**src/core/nvsw_defines.svh**
```systemverilog
// Purpose: named offsets, field positions, reset values and timings
// Assumes: 32-bit apb data, one register per aligned word
// Notes:   numbers only; types live in nvsw_pkg
`ifndef NVSW_DEFINES_SVH
`define NVSW_DEFINES_SVH
// register byte addresses
`define NVSW_OFS_PTR_LOW   8'h00
`define NVSW_OFS_PTR_HIGH  8'h04
`define NVSW_OFS_PTR_UPPER 8'h08
`define NVSW_OFS_LATCH     8'h0c
`define NVSW_OFS_TBL_WRITE 8'h10
`define NVSW_OFS_INTCTL    8'h14
`define NVSW_OFS_UNLOCK    8'h18
`define NVSW_OFS_MEMCTL    8'h1c
`define NVSW_OFS_PRIO2     8'h20
`define NVSW_OFS_FLAGS2    8'h24
`define NVSW_OFS_ENABLE2   8'h28
`define NVSW_OFS_EE_DATA   8'h2c
`define NVSW_OFS_EE_ADDR   8'h30
// memory control bit positions
`define NVSW_MC_PGM   7
`define NVSW_MC_CFG   6
`define NVSW_MC_RSVD  5
`define NVSW_MC_FREE  4
`define NVSW_MC_ERR   3
`define NVSW_MC_ARM   2
`define NVSW_MC_WR    1
`define NVSW_MC_RD    0
// done flag position in flags/enables/priority two
`define NVSW_DONE_BIT 4
// implemented bits and reset values of the peripheral two group
`define NVSW_P2_MASK   8'h95
`define NVSW_PRIO2_RST 8'h95
// unlock sequence bytes
`define NVSW_KEY_FIRST  8'h55
`define NVSW_KEY_SECOND 8'haa
// timing and erased eeprom value
`define NVSW_CLK_MHZ        50
`define NVSW_FLASH_WR_US    2000
`define NVSW_EE_WR_US       4000
`define NVSW_EE_ERASED      8'hff
`endif

```
**src/core/nvsw_pkg.sv**
```systemverilog
// Purpose: shared types of the nonvolatile self-write controller
// Assumes: used together with nvsw_defines.svh
// Notes:   enums carry no explicit codes
package nvsw_pkg;
  // sequencer state
  typedef enum logic [1:0] {SEQ_IDLE, SEQ_FLASH, SEQ_EE} nvsw_seq_type;
  // unlock progress
  typedef enum logic [1:0] {ULK_IDLE, ULK_FIRST, ULK_ARMED} nvsw_ulk_type;
  // table write pointer modes, low two bits of the command word
  typedef enum logic [1:0] {TW_HOLD, TW_POST_INC, TW_POST_DEC, TW_PRE_INC} nvsw_tw_type;
  // block programming strobe toward the flash array
  typedef struct packed {
    logic        strobe;
    logic [18:0] block_addr;
    logic [63:0] data;
  } nvsw_prog_type;
  // apb request from the master
  typedef struct packed {
    logic        psel;
    logic        penable;
    logic        pwrite;
    logic [7:0]  paddr;
    logic [31:0] pwdata;
  } nvsw_apb_req_type;
  // apb answer to the master
  typedef struct packed {
    logic        pready;
    logic        pslverr;
    logic [31:0] prdata;
  } nvsw_apb_rsp_type;
endpackage

```
**src/core/nvsw_top.sv**
```systemverilog
// Purpose: self-write controller for on-chip flash and data eeprom
// Assumes: 50 MHz clk_i, synchronous active-high sys_rst_i, apb slave
// Notes:   eeprom storage is flip-flops; flash array sits outside
// Notes on behaviour
// - flash is programmed only as whole 8-byte blocks, never bytes or words
// - eight byte-wide holding registers collect data for the next block
// - a table write only updates the addressed holding register
// - instruction execution halts during a long flash write, resumes afterwards; eeprom writes do not halt it
// - an internal timer ends each long write, about 2 ms for flash
// - write-start after a valid unlock begins the timed block write
// - a master-clear or watchdog reset during a write sets the abort flag
// - pointer bit 21 only in test mode; upper byte holds six bits
// - pointer bytes and table latch clear on every reset
// - memory control resets fully on power-on, keeps selects and flag otherwise
// - 256 eeprom bytes reached through data and address registers
// - an eeprom byte write erases first, timed by an on-chip timer
// - the eeprom is reached only indirectly through its registers
// - every write needs the exact 55h, 0AAh, write-start sequence
// - write-start is software-set only, hardware-cleared, blocked without write arm; with cfg set and pgm clear nothing runs and wr stays set until reset
// - completion sets the done flag, which stays until software clears it
`timescale 1ns/1ns
`include "nvsw_defines.svh"

module nvsw_top #(
  parameter int FLASH_WR_CYCLES = `NVSW_FLASH_WR_US * `NVSW_CLK_MHZ,
  parameter int EE_WR_CYCLES    = `NVSW_EE_WR_US * `NVSW_CLK_MHZ
) (
  input  wire logic                      clk_i,
  input  wire logic                      sys_rst_i,
  input  wire logic                      por_i,
  input  wire logic                      abort_reset_i,
  input  wire logic                      test_mode_i,
  input  wire nvsw_pkg::nvsw_apb_req_type apb_req_i,
  output      nvsw_pkg::nvsw_apb_rsp_type apb_rsp_o,
  output      logic                      stall_o,
  output      nvsw_pkg::nvsw_prog_type    prog_o
);
  import nvsw_pkg::*;

  // one timer serves both write kinds, so it is sized for the longer one;
  // two timers would cost flops and buy nothing, as only one write runs at a time
  localparam int MAX_CYC = (FLASH_WR_CYCLES > EE_WR_CYCLES) ? FLASH_WR_CYCLES : EE_WR_CYCLES;
  localparam int CW      = $clog2(MAX_CYC + 1);

  // the timer cannot run a write of zero cycles
  if (FLASH_WR_CYCLES < 1 || EE_WR_CYCLES < 1) begin : g_chk
    $error("nvsw_top: write times must be at least one cycle");
  end

  nvsw_seq_type     seq;
  nvsw_ulk_type     ulk;
  logic [CW-1:0]    timer;
  logic [21:0]      table_pointer;
  logic [7:0]       table_byte_latch;
  logic [7:0]       hold [8];
  logic [7:0]       interrupt_control;
  logic [7:0]       memory_control;
  logic [7:0]       peripheral_priority_two;
  logic [7:0]       peripheral_flags_two;
  logic [7:0]       peripheral_enables_two;
  logic [7:0]       eeprom_data_reg;
  logic [7:0]       eeprom_address_reg;
  logic [7:0]       ee_mem [256];
  logic             test_meta;
  logic             test_sync;
  logic             rd_pend;
  logic             done_evt;
  logic             acc;
  logic             wr_acc;
  logic             busy;
  logic             start_wr;
  logic             hit;
  logic [7:0]       ofs;
  logic [7:0]       wb;
  logic [7:0]       rd_byte;
  logic [20:0]      ptr_inc;
  logic [20:0]      ptr_dec;
  logic [2:0]       hold_idx;

  // test mode is a pin: two flops before anything reads it
  always_ff @(posedge clk_i) begin
    test_meta <= test_mode_i;
    test_sync <= test_meta;
  end

  // one access per transfer, taken at the edge where pready is high
  assign acc    = apb_req_i.psel & apb_req_i.penable & apb_rsp_o.pready;
  assign wr_acc = acc & apb_req_i.pwrite;
  assign ofs    = apb_req_i.paddr;
  assign wb     = apb_req_i.pwdata[7:0];
  assign busy   = (seq != SEQ_IDLE);
  assign ptr_inc = table_pointer[20:0] + 21'h000001;
  assign ptr_dec = table_pointer[20:0] - 21'h000001;

  // start only with arm already set and the unlock armed; wr and arm
  // in one write cannot start, since the old arm value is checked
  assign start_wr = wr_acc && ofs == `NVSW_OFS_MEMCTL && wb[`NVSW_MC_WR] && !busy
                    && memory_control[`NVSW_MC_ARM] && ulk == ULK_ARMED;

  // address decode and read data
  always_comb begin
    hit     = 1'b1;
    rd_byte = 8'h00;
    unique case (ofs)
      `NVSW_OFS_PTR_LOW:   rd_byte = table_pointer[7:0];
      `NVSW_OFS_PTR_HIGH:  rd_byte = table_pointer[15:8];
      `NVSW_OFS_PTR_UPPER: rd_byte = {2'b00, table_pointer[21:16]};
      `NVSW_OFS_LATCH:     rd_byte = table_byte_latch;
      `NVSW_OFS_TBL_WRITE: rd_byte = 8'h00;
      `NVSW_OFS_INTCTL:    rd_byte = interrupt_control;
      `NVSW_OFS_UNLOCK:    rd_byte = 8'h00;
      `NVSW_OFS_MEMCTL:    rd_byte = memory_control;
      `NVSW_OFS_PRIO2:     rd_byte = peripheral_priority_two;
      `NVSW_OFS_FLAGS2:    rd_byte = peripheral_flags_two;
      `NVSW_OFS_ENABLE2:   rd_byte = peripheral_enables_two;
      `NVSW_OFS_EE_DATA:   rd_byte = eeprom_data_reg;
      `NVSW_OFS_EE_ADDR:   rd_byte = eeprom_address_reg;
      default:             hit = 1'b0;
    endcase
  end

  // apb answer: one wait state, held off while a flash write halts the cpu
  // read data is captured on the wait-state edge and shown together with pready
  always_ff @(posedge clk_i) begin
    if (sys_rst_i) begin
      apb_rsp_o <= '0;
    end else begin
      apb_rsp_o.pready  <= apb_req_i.psel & apb_req_i.penable & ~apb_rsp_o.pready
                           & ~(seq == SEQ_FLASH);
      apb_rsp_o.pslverr <= apb_req_i.psel & apb_req_i.penable & ~apb_rsp_o.pready & ~hit;
      apb_rsp_o.prdata  <= {24'h000000, rd_byte};
    end
  end

  // unlock tracker: any other write in between breaks the sequence
  // reads do not break it, so software may poll between the two keys
  always_ff @(posedge clk_i) begin
    if (sys_rst_i) begin
      ulk <= ULK_IDLE;
    end else if (wr_acc) begin
      if (ofs == `NVSW_OFS_UNLOCK && wb == `NVSW_KEY_FIRST) begin
        ulk <= ULK_FIRST;
      end else if (ofs == `NVSW_OFS_UNLOCK && wb == `NVSW_KEY_SECOND && ulk == ULK_FIRST) begin
        ulk <= ULK_ARMED;
      end else begin
        ulk <= ULK_IDLE;
      end
    end
  end

  // sequencer and programming timer
  // the timer loads n-1 so that expiry lands n cycles after the start
  always_ff @(posedge clk_i) begin
    if (sys_rst_i) begin
      seq      <= SEQ_IDLE;
      timer    <= '0;
      done_evt <= 1'b0;
    end else begin
      done_evt <= 1'b0;
      unique case (seq)
        SEQ_IDLE: begin
          if (start_wr && memory_control[`NVSW_MC_PGM]) begin
            seq   <= SEQ_FLASH;
            timer <= CW'(FLASH_WR_CYCLES - 1);
          end else if (start_wr && !memory_control[`NVSW_MC_CFG]) begin
            seq   <= SEQ_EE;
            timer <= CW'(EE_WR_CYCLES - 1);
          end
        end
        SEQ_FLASH, SEQ_EE: begin
          if (timer == '0) begin
            seq      <= SEQ_IDLE;
            done_evt <= 1'b1;
          end else begin
            timer <= timer - CW'(1);
          end
        end
      endcase
    end
  end

  // stall follows the flash write, dropping on the expiry edge itself; it is
  // already low when the block strobe shows, so the cpu resumes as the
  // array is told to program
  always_ff @(posedge clk_i) begin
    if (sys_rst_i) begin
      stall_o <= 1'b0;
    end else if (start_wr && memory_control[`NVSW_MC_PGM]) begin
      stall_o <= 1'b1;
    end else if (seq == SEQ_FLASH && timer == '0) begin
      stall_o <= 1'b0;
    end
  end

  // block strobe to the flash array: 19 upper pointer bits, 8 bytes at once
  always_ff @(posedge clk_i) begin
    if (sys_rst_i) begin
      prog_o <= '0;
    end else begin
      prog_o.strobe <= (seq == SEQ_FLASH && timer == '0);
      if (seq == SEQ_FLASH && timer == '0) begin
        prog_o.block_addr <= table_pointer[21:3];
        prog_o.data <= {hold[7], hold[6], hold[5], hold[4],
                        hold[3], hold[2], hold[1], hold[0]};
      end
    end
  end

  // table pointer; automatic steps touch only the low 21 bits
  // pre-increment selects the register after the step, the others before it
  assign hold_idx = (wb[1:0] == TW_PRE_INC) ? ptr_inc[2:0] : table_pointer[2:0];

  always_ff @(posedge clk_i) begin
    if (sys_rst_i) begin
      table_pointer <= '0;
    end else if (wr_acc && !busy) begin
      unique case (ofs)
        `NVSW_OFS_PTR_LOW:  table_pointer[7:0]   <= wb;
        `NVSW_OFS_PTR_HIGH: table_pointer[15:8]  <= wb;
        `NVSW_OFS_PTR_UPPER: begin
          table_pointer[20:16] <= wb[4:0];
          // outside test mode the top bit keeps its value, a stale one survives
          if (test_sync) begin
            table_pointer[21] <= wb[5];
          end
        end
        `NVSW_OFS_TBL_WRITE: begin
          if (wb[1:0] == TW_POST_INC || wb[1:0] == TW_PRE_INC) begin
            table_pointer[20:0] <= ptr_inc;
          end else if (wb[1:0] == TW_POST_DEC) begin
            table_pointer[20:0] <= ptr_dec;
          end
        end
        default: begin
        end
      endcase
    end
  end

  // table latch
  // only software fills it here; the read path is kept outside this block
  always_ff @(posedge clk_i) begin
    if (sys_rst_i) begin
      table_byte_latch <= '0;
    end else if (wr_acc && ofs == `NVSW_OFS_LATCH) begin
      table_byte_latch <= wb;
    end
  end

  // holding registers: a short write that never reaches the array
  always_ff @(posedge clk_i) begin
    if (sys_rst_i) begin
      for (int i = 0; i < 8; i++) begin
        hold[i] <= 8'h00;
      end
    end else if (wr_acc && !busy && ofs == `NVSW_OFS_TBL_WRITE) begin
      hold[hold_idx] <= table_byte_latch;
    end
  end

  // memory control; on a warm reset the selects and error flag survive
  always_ff @(posedge clk_i) begin
    if (sys_rst_i) begin
      if (por_i) begin
        memory_control <= 8'h00;
      end else begin
        memory_control[`NVSW_MC_FREE] <= 1'b0;
        memory_control[`NVSW_MC_ARM]  <= 1'b0;
        memory_control[`NVSW_MC_WR]   <= 1'b0;
        memory_control[`NVSW_MC_RD]   <= 1'b0;
        memory_control[`NVSW_MC_RSVD] <= 1'b0;
        if (busy && abort_reset_i) begin
          memory_control[`NVSW_MC_ERR] <= 1'b1;
        end
      end
    end else begin
      if (wr_acc && ofs == `NVSW_OFS_MEMCTL && !busy) begin
        memory_control[`NVSW_MC_PGM]  <= wb[`NVSW_MC_PGM];
        memory_control[`NVSW_MC_CFG]  <= wb[`NVSW_MC_CFG];
        memory_control[`NVSW_MC_FREE] <= wb[`NVSW_MC_FREE];
        memory_control[`NVSW_MC_ERR]  <= wb[`NVSW_MC_ERR];
        memory_control[`NVSW_MC_ARM]  <= wb[`NVSW_MC_ARM];
        memory_control[`NVSW_MC_RD]   <= wb[`NVSW_MC_RD] & ~wb[`NVSW_MC_PGM];
      end else if (wr_acc && ofs == `NVSW_OFS_MEMCTL) begin
        // arm may drop during a write; it does not stop the write
        memory_control[`NVSW_MC_ARM] <= wb[`NVSW_MC_ARM];
      end else if (rd_pend) begin
        memory_control[`NVSW_MC_RD] <= 1'b0;
      end
      if (start_wr) begin
        memory_control[`NVSW_MC_WR] <= 1'b1;
      end else if (busy && timer == '0) begin
        memory_control[`NVSW_MC_WR]   <= 1'b0;
        memory_control[`NVSW_MC_FREE] <= 1'b0;
      end
    end
  end

  // eeprom read completes the cycle after rd is set
  // rd stays set for two cycles, so a back-to-back read of memory control can still see it
  always_ff @(posedge clk_i) begin
    if (sys_rst_i) begin
      rd_pend <= 1'b0;
    end else begin
      rd_pend <= memory_control[`NVSW_MC_RD] & ~rd_pend;
    end
  end

  // eeprom data and address registers; software writes to them are ignored while a write runs
  always_ff @(posedge clk_i) begin
    if (sys_rst_i) begin
      eeprom_data_reg    <= '0;
      eeprom_address_reg <= '0;
    end else if (rd_pend) begin
      eeprom_data_reg <= ee_mem[eeprom_address_reg];
    end else if (wr_acc && !busy && ofs == `NVSW_OFS_EE_DATA) begin
      eeprom_data_reg <= wb;
    end else if (wr_acc && !busy && ofs == `NVSW_OFS_EE_ADDR) begin
      eeprom_address_reg <= wb;
    end
  end

  // eeprom array: erase at start, new byte at the end of the timed write
  // no reset here: the array keeps its contents across every reset
  always_ff @(posedge clk_i) begin
    if (start_wr && !memory_control[`NVSW_MC_PGM] && !memory_control[`NVSW_MC_CFG]) begin
      ee_mem[eeprom_address_reg] <= `NVSW_EE_ERASED;
    end else if (seq == SEQ_EE && timer == '0) begin
      ee_mem[eeprom_address_reg] <= eeprom_data_reg;
    end
  end

  // interrupt control is plain storage here; no interrupt logic in this block
  always_ff @(posedge clk_i) begin
    if (sys_rst_i) begin
      interrupt_control <= 8'h00;
    end else if (wr_acc && ofs == `NVSW_OFS_INTCTL) begin
      interrupt_control <= wb;
    end
  end

  // peripheral group two; completion beats a clear in the same cycle
  // only the implemented bits are stored, the rest read as zero
  always_ff @(posedge clk_i) begin
    if (sys_rst_i) begin
      peripheral_priority_two <= `NVSW_PRIO2_RST;
      peripheral_flags_two    <= 8'h00;
      peripheral_enables_two  <= 8'h00;
    end else begin
      if (wr_acc && ofs == `NVSW_OFS_PRIO2) begin
        peripheral_priority_two <= wb & `NVSW_P2_MASK;
      end
      if (wr_acc && ofs == `NVSW_OFS_ENABLE2) begin
        peripheral_enables_two <= wb & `NVSW_P2_MASK;
      end
      if (wr_acc && ofs == `NVSW_OFS_FLAGS2) begin
        peripheral_flags_two <= wb & `NVSW_P2_MASK;
      end
      if (done_evt) begin
        peripheral_flags_two[`NVSW_DONE_BIT] <= 1'b1;
      end
    end
  end

endmodule

```
**config.mk**
```make
export PLATFORM = sky130hd
export DESIGN_NAME = nvsw_top
export DESIGN_NICKNAME = d
export VERILOG_FILES = /design/src/core/nvsw_pkg.sv /design/src/core/nvsw_top.sv
export VERILOG_INCLUDE_DIRS = /design/src /design/src/core
export SDC_FILE = /design/constraint.sdc
export NUM_CORES = 2
export LEC_CHECK = 0
export BUFFER_PORTS_ARGS = -buffer_cell sky130_fd_sc_hd__buf_2
export CELL_PAD_IN_SITES_DETAIL_PLACEMENT = 1
export CELL_PAD_IN_SITES_GLOBAL_PLACEMENT = 1
export CORE_ASPECT_RATIO = 0.75
export CORE_MARGIN = 1.5
export CORE_UTILIZATION = 45
export DETAILED_ROUTE_END_ITERATION = 8
export GPL_ROUTABILITY_DRIVEN = 0
export PLACE_DENSITY = 0.71
export SLEW_MARGIN = 30
export SYNTH_ARGS = -nofsm -noshare
export SYNTH_HDL_FRONTEND = slang
export SYNTH_SLANG_ARGS = --single-unit
```
**constraint.sdc**
```tcl
create_clock -name clk_i -period 12.4 [get_ports clk_i]
set_input_delay 1.86 -clock clk_i [delete_from_list [all_inputs] [get_ports clk_i]]
set_output_delay 1.86 -clock clk_i [all_outputs]
set_load 0.01 [all_outputs]
```
# After elaboration in Yosys (flattened, before gate mapping)

Memories as Yosys holds them, arrays and structs flattened. A register that Yosys moved wholly into a read port is not among the register bits.
Cells that the tools add are included.

Bits in registers: 155
Bits in writable memories: 2112
Input port bits: 48
Word-level logic and storage cells: 197
Memories: 2

Memory list:

| memory | depth | bits a word | rd ports | clocked after Yosys merged registers in | write ports | line           | source |
|---|---|---|---|---|---|---|---|
| ee_mem | 256   | 8           | 1        | 1                                       | 1           | nvsw_top.sv:63 | `logic [7:0] ee_mem [256];` |
| hold   | 8     | 8           | 8        | 8                                       | 8           | nvsw_top.sv:55 | `logic [7:0] hold [8];` |

$add $sub $neg: 3
Equal/unequal tests: 28
Multiplexer cells: 57
Bitwise operators: 16
Reduce and logical (&&, ||, !) cells: 58

Operators by type and width:

| cell                                                | number |
|---|---|
| one-hot mux 8 bit (11 select lines)                 | 1 |
| 2-to-1 mux 18 bit                                   | 3 |
| 2-to-1 mux 8 bit                                    | 6 |
| 2-to-1 mux 21 bit                                   | 2 |
| equality test 8 x 6 -> 1 bit, second input constant | 5 |
| one-hot mux 18 bit (2 select lines)                 | 1 |
| equality test 8 x 5 -> 1 bit, second input constant | 4 |
| one-hot mux 8 bit (2 select lines)                  | 2 |
| logical AND 1 bit                                   | 26 |
| 2-to-1 mux 1 bit                                    | 26 |
| adder 21 x 1 -> 21 bit, second input constant       | 1 |
| subtractor 21 x 1 -> 21 bit, second input constant  | 1 |
| zero test 18 bit                                    | 1 |
| 2-to-1 mux 2 bit                                    | 9 |
| subtractor 18 x 1 -> 18 bit, second input constant  | 1 |
| equality test 8 x 4 -> 1 bit, second input constant | 2 |
| nonzero test 2 bit                                  | 8 |
| AND reduction 3 bit                                 | 5 |
| OR reduction 13 bit                                 | 1 |
| 2-to-1 mux 5 bit                                    | 2 |
| one-hot mux 5 bit (2 select lines)                  | 1 |
| AND reduction 2 bit                                 | 5 |
| nonzero test 3 bit                                  | 3 |
| AND 1 bit                                           | 8 |
| 21 further kinds                                    | 38 |

# Depth between registers and ports, before layout

Depth in word-level cells: 13
Gate-level depth with buffers: 13
Mapped depth without buffers: 8

# Worst setup path after synthesis

No wires, ideal clock.

Path kind: input-to-reg
Start: in apb_req_i[40] (netlist bit)
End: mem ee_mem[0][4], data pin
Setup time: 0.831 ns
Arrival: 5.982 ns
Required time: 11.569 ns
Setup slack: 5.587 ns
Stages: 5
Path buffers: 1
Cell sequence: and4_1 > clkbuf_1 > nand4_2 > nor4_4 > or3_1

Cells in the longest elaborated chain, start to end: 11

RTL lines:

| element                                | line            | source |
|---|---|---|
| start, declared                        | nvsw_top.sv:33  | `input wire nvsw_pkg::nvsw_apb_req_type apb_req_i,` |
| AND 1 bit                              | nvsw_top.sv:88  | `assign wr_acc = acc & apb_req_i.pwrite;` |
| logical AND 1 bit (no line)            | n/a             |  |
| logical AND 1 bit (4 in a row)         | nvsw_top.sv:97  | `` assign start_wr = wr_acc && ofs == `NVSW_OFS_MEMCTL && wb[`NVSW_MC_WR] && !busy `` |
| logical AND 1 bit (2 in a row)         | nvsw_top.sv:326 | `` if (start_wr && !memory_control[`NVSW_MC_PGM] && !memory_control[`NVSW_MC_CFG]) begin `` |
| 2-to-1 mux 1 bit                       | nvsw_top.sv:326 |  |
| 2-to-1 mux 1 bit (implied by the code) | nvsw_top.sv:329 | `ee_mem[eeprom_address_reg] <= eeprom_data_reg;` |
| 2-to-1 mux 8 bit (no line)             | n/a             |  |
| end, declared                          | nvsw_top.sv:63  |  |

Every way passes these cells.

# Worst setup path after layout

Start: in apb_req_i[42] (netlist bit)
End: mem ee_mem[161][2], enable pin

Cells in the longest elaborated chain, start to end: 13
Elaborated cells between the ends (all ways): 15

RTL lines:

| element                                    | line            | source |
|---|---|---|
| AND 1 bit * (2 in a row)                   | nvsw_top.sv:87  | `assign acc = apb_req_i.psel & apb_req_i.penable & apb_rsp_o.pready;` |
| AND 1 bit *                                | nvsw_top.sv:88  |  |
| logical AND 1 bit (no line) *              | n/a             |  |
| logical AND 1 bit * (4 in a row)           | nvsw_top.sv:97  |  |
| logical AND 1 bit * (2 in a row)           | nvsw_top.sv:326 |  |
| 2-to-1 mux 1 bit                           | nvsw_top.sv:326 |  |
| 2-to-1 mux 1 bit, on equally long branches | n/a             |  |
| OR 1 bit (no line) *                       | n/a             |  |

Every way passes the cells marked *; elsewhere a longest branch is shown, timed or not.

==> metrics.txt <==
CTS tree=done; Setup TNS Final=0 ns; Worst Hold Depth=0; MaxCap Viol Count=0; Post-CTS Hold Fix Bufs=0; die height=slightly below 400 µm; f_max=0.182 GHz; final critical-path share of the clock period=44.3%; setup bufs post-CTS=0; Routed WL=254 mm; Initial Utilization=45.2%; I/O pin total=167; Nets=5129; Netlist cell types=90; leak pwr=22.5 nW; most frequent cells in the layout=2118 x edfxtp_1, 536 x mux4_2, 372 x nor2_1, 369 x nand2_1, 219 x clkbuf_16; critical-path cell list=buf_2, and4_1, buf_4, nand4_2, nor4_4, a21oi_2, nor3_1, nand2_1, buf_4, nor2_1; crit-path max cell delay=0.79 ns; routed len/inst=32.0 µm; post-cts resize count=0; Area Growth Syn to Fin=10.7%; Final Hold Fails=0; buffers and inverters on the worst path=3; sequential area share after synthesis=73.9%; die area=a little over 0.2 mm²; Layout Skew=0.0458 ns; first-pass GRT wire length=362 mm; Slew @ Worst Pin=1.11 ns; Worst path most repeated cell=buf_4; Port Buffers=118; Cell Count, Final, Fillers Out=7927; Vias/cell=6.19; Vias=49100; post-synthesis async set-or-reset flop share=0%; critical path's top delay family=simple AND/OR/NAND/NOR gates; Max clock buf depth=4; Seq. cell area=0.0675 mm²; VDD IR max=124 µV; Multi-input gate area=between 0.02 and 0.025 mm²; Layout fillers=18500; worst min-delay path class=reg2reg; pwr dens=approximately 150 mW/mm²; Largest register FFs=approximately 2000; Pre-Repair DR Iteration Count=8; initial antenna violation count=7; vias in the first global route=49300; Worst EP required=approximately 13 ns; layout cells sized above 1=between 20% and 30%; Num CTS Buffers=216; Antenna Nets Post-Route=0; Post-synth EDFFs=2118; die width=523 µm; Worst-Skew Late Latency=0.87 ns; critical register-to-register path endpoint=eeprom_data_reg[5]$_SDFFE_PP0P_; slew margin rel.=24.8%; clock sinks=2314; CTS H-tree depth=4; cell count of the worst reg-to-reg path=9; status=finished, final reports clean; Mapped Cells=4949; min-delay src=test_meta$_DFF_P_; commonest non-fill, non-tap cell in the layout=edfxtp_1; Tmin final=5.49 ns; largest net degree at the start of global routing=125; setup violators final=0; R2R Setup Slk=7.28 ns; dpl cells=approximately 7500; crit path DAT=~6.0 ns; Post-Syn Area per Cell=18.5 µm²; Worst Setup End Kind=flop; Biggest register=ee_mem; core box area=about 0.2 mm²; # rows=143; Largest regs=ee_mem x2048, prog_o x84, hold x64; yosys warns=0; GR Overflow Total=0; cell area after synthesis=between 0.09 and 0.1 mm²; GRT Overall Usage=24.5%; Worst setup SP type=input port; Main synth FF type=edfxtp_1; critical path's slowest cell=nor2_1; #FFs+latches synth=2314; Clock Tree Root=clkbuf_16; DP HPWL=155 mm; Final Max Slew Viols=0; hold endpoint=test_sync$_DFF_P_; RSZ-0062 raised after global routing=no; DRT iter0 DRCs=6331; Worst-path clk slew=0.06 ns; crit-path max FO=33; Worst Path Class, Setup=in2reg; drc violations=0
-- synthesized netlist by cell type (20+ instances only) --
cell type  instances  area (µm²)
edfxtp_1        2118       63600
mux4_2           536       12100
nor2_1           382        1430
nand2_1          370        1390
dfxtp_1          196        3920
a21oi_1          174         871
clkbuf_1         152         571
mux2i_1          126        1260
nand3_1           73         365
and2_1            71         444
buf_2             64         320
buf_4             56         420
o21ai_0           56         280
nor3_1            46         230
a22oi_1           37         278
nor2b_1           30         188
o221ai_1          28         245
buf_6             27         304
o22ai_1           27         169
a31oi_1           25         156
a211oi_1          21         158
buf_1             20        75.1
nand4_1           20         125
or3_1             20         125
-- routing by layer --
layer	track usage [%]	vias up	wire length, µm
li1	-	20100	-
met1	37.3	26300	109000
met2	35.5	2354	111000
met3	6.17	375	27300
met4	5.57	8	5760
met5	0	-	59
-- cells by family (layout without fill, tap and decap cells) --
group / count (synthesis) / in the layout / synth area share [%]
XOR/XNOR: 11 / 11 / 0.105
AND/OR/NAND/NOR: 1102 / 1102 / 5.51
multiplexers: 677 / 677 / 14.8
AO/OA/AOI/OAI: 491 / 491 / 3.52
buffers and inverters: 346 / 614 / 2.07
flip-flops: 2314 / 2314 / 73.9
adder cells (fa/ha/maj): 7 / 7 / 0.0959
other: 1 / 29 / 0.00410
-- through the flow --
stage	power [W]	setup WS [ns]	hold WS [ns]	cell area (µm²)	utilization, %
after floorplan	0.00861	5.59	0.310	91500	-
after global placement	0.00863	6.06	0.323	94400	46.7
after detailed placement	0.00863	5.80	0.323	94500	46.7
after CTS	0.0148	6.74	0.338	101000	50.0
after global routing	0.0151	6.78	0.353	101000	50.0
final	0.0148	6.91	0.338	101000	50.0
-- layout make-up --
type | count | share of cell area (%)
inverter | 20 | 0.0804
multi-input combinational | 2312 | 21.9
sequential | 2314 | 66.8
clock buffer | 277 | 5.66
antenna | 5 | 0.0124
timing repair buffer | 210 | 1.47
clock inverter | 107 | 0.774
tap | 2682 | 3.32
-- worst max-delay path by stage --
| stage | from | endpoint | slack, ns | cells past startpoint |
|---|---|---|---|---|
| finish | apb_req_i[42] | ee_mem[161][2]$_DFFE_PP_ | 6.91 | 10 |
| global route | apb_req_i[42] | ee_mem[176][0]$_DFFE_PP_ | 6.78 | 10 |
| CTS | apb_req_i[42] | ee_mem[229][1]$_DFFE_PP_ | 6.74 | 8 |
| detailed placement | apb_req_i[42] | ee_mem[230][1]$_DFFE_PP_ | 5.80 | 8 |
| global placement | apb_req_i[42] | ee_mem[102][1]$_DFFE_PP_ | 6.06 | 8 |
| floorplan | apb_req_i[40] | ee_mem[0][4]$_DFFE_PP_ | 5.59 | 5 |
-- report_power, final --
part	total [W]	internal (W)	switching, W
Sequential	0.00840	0.00839	0.00000682
Clock	0.00633	0.00346	0.00287
Combinational	0.0000615	0.0000153	0.0000461
No activity file was read; power rests on OpenSTA's default activity.
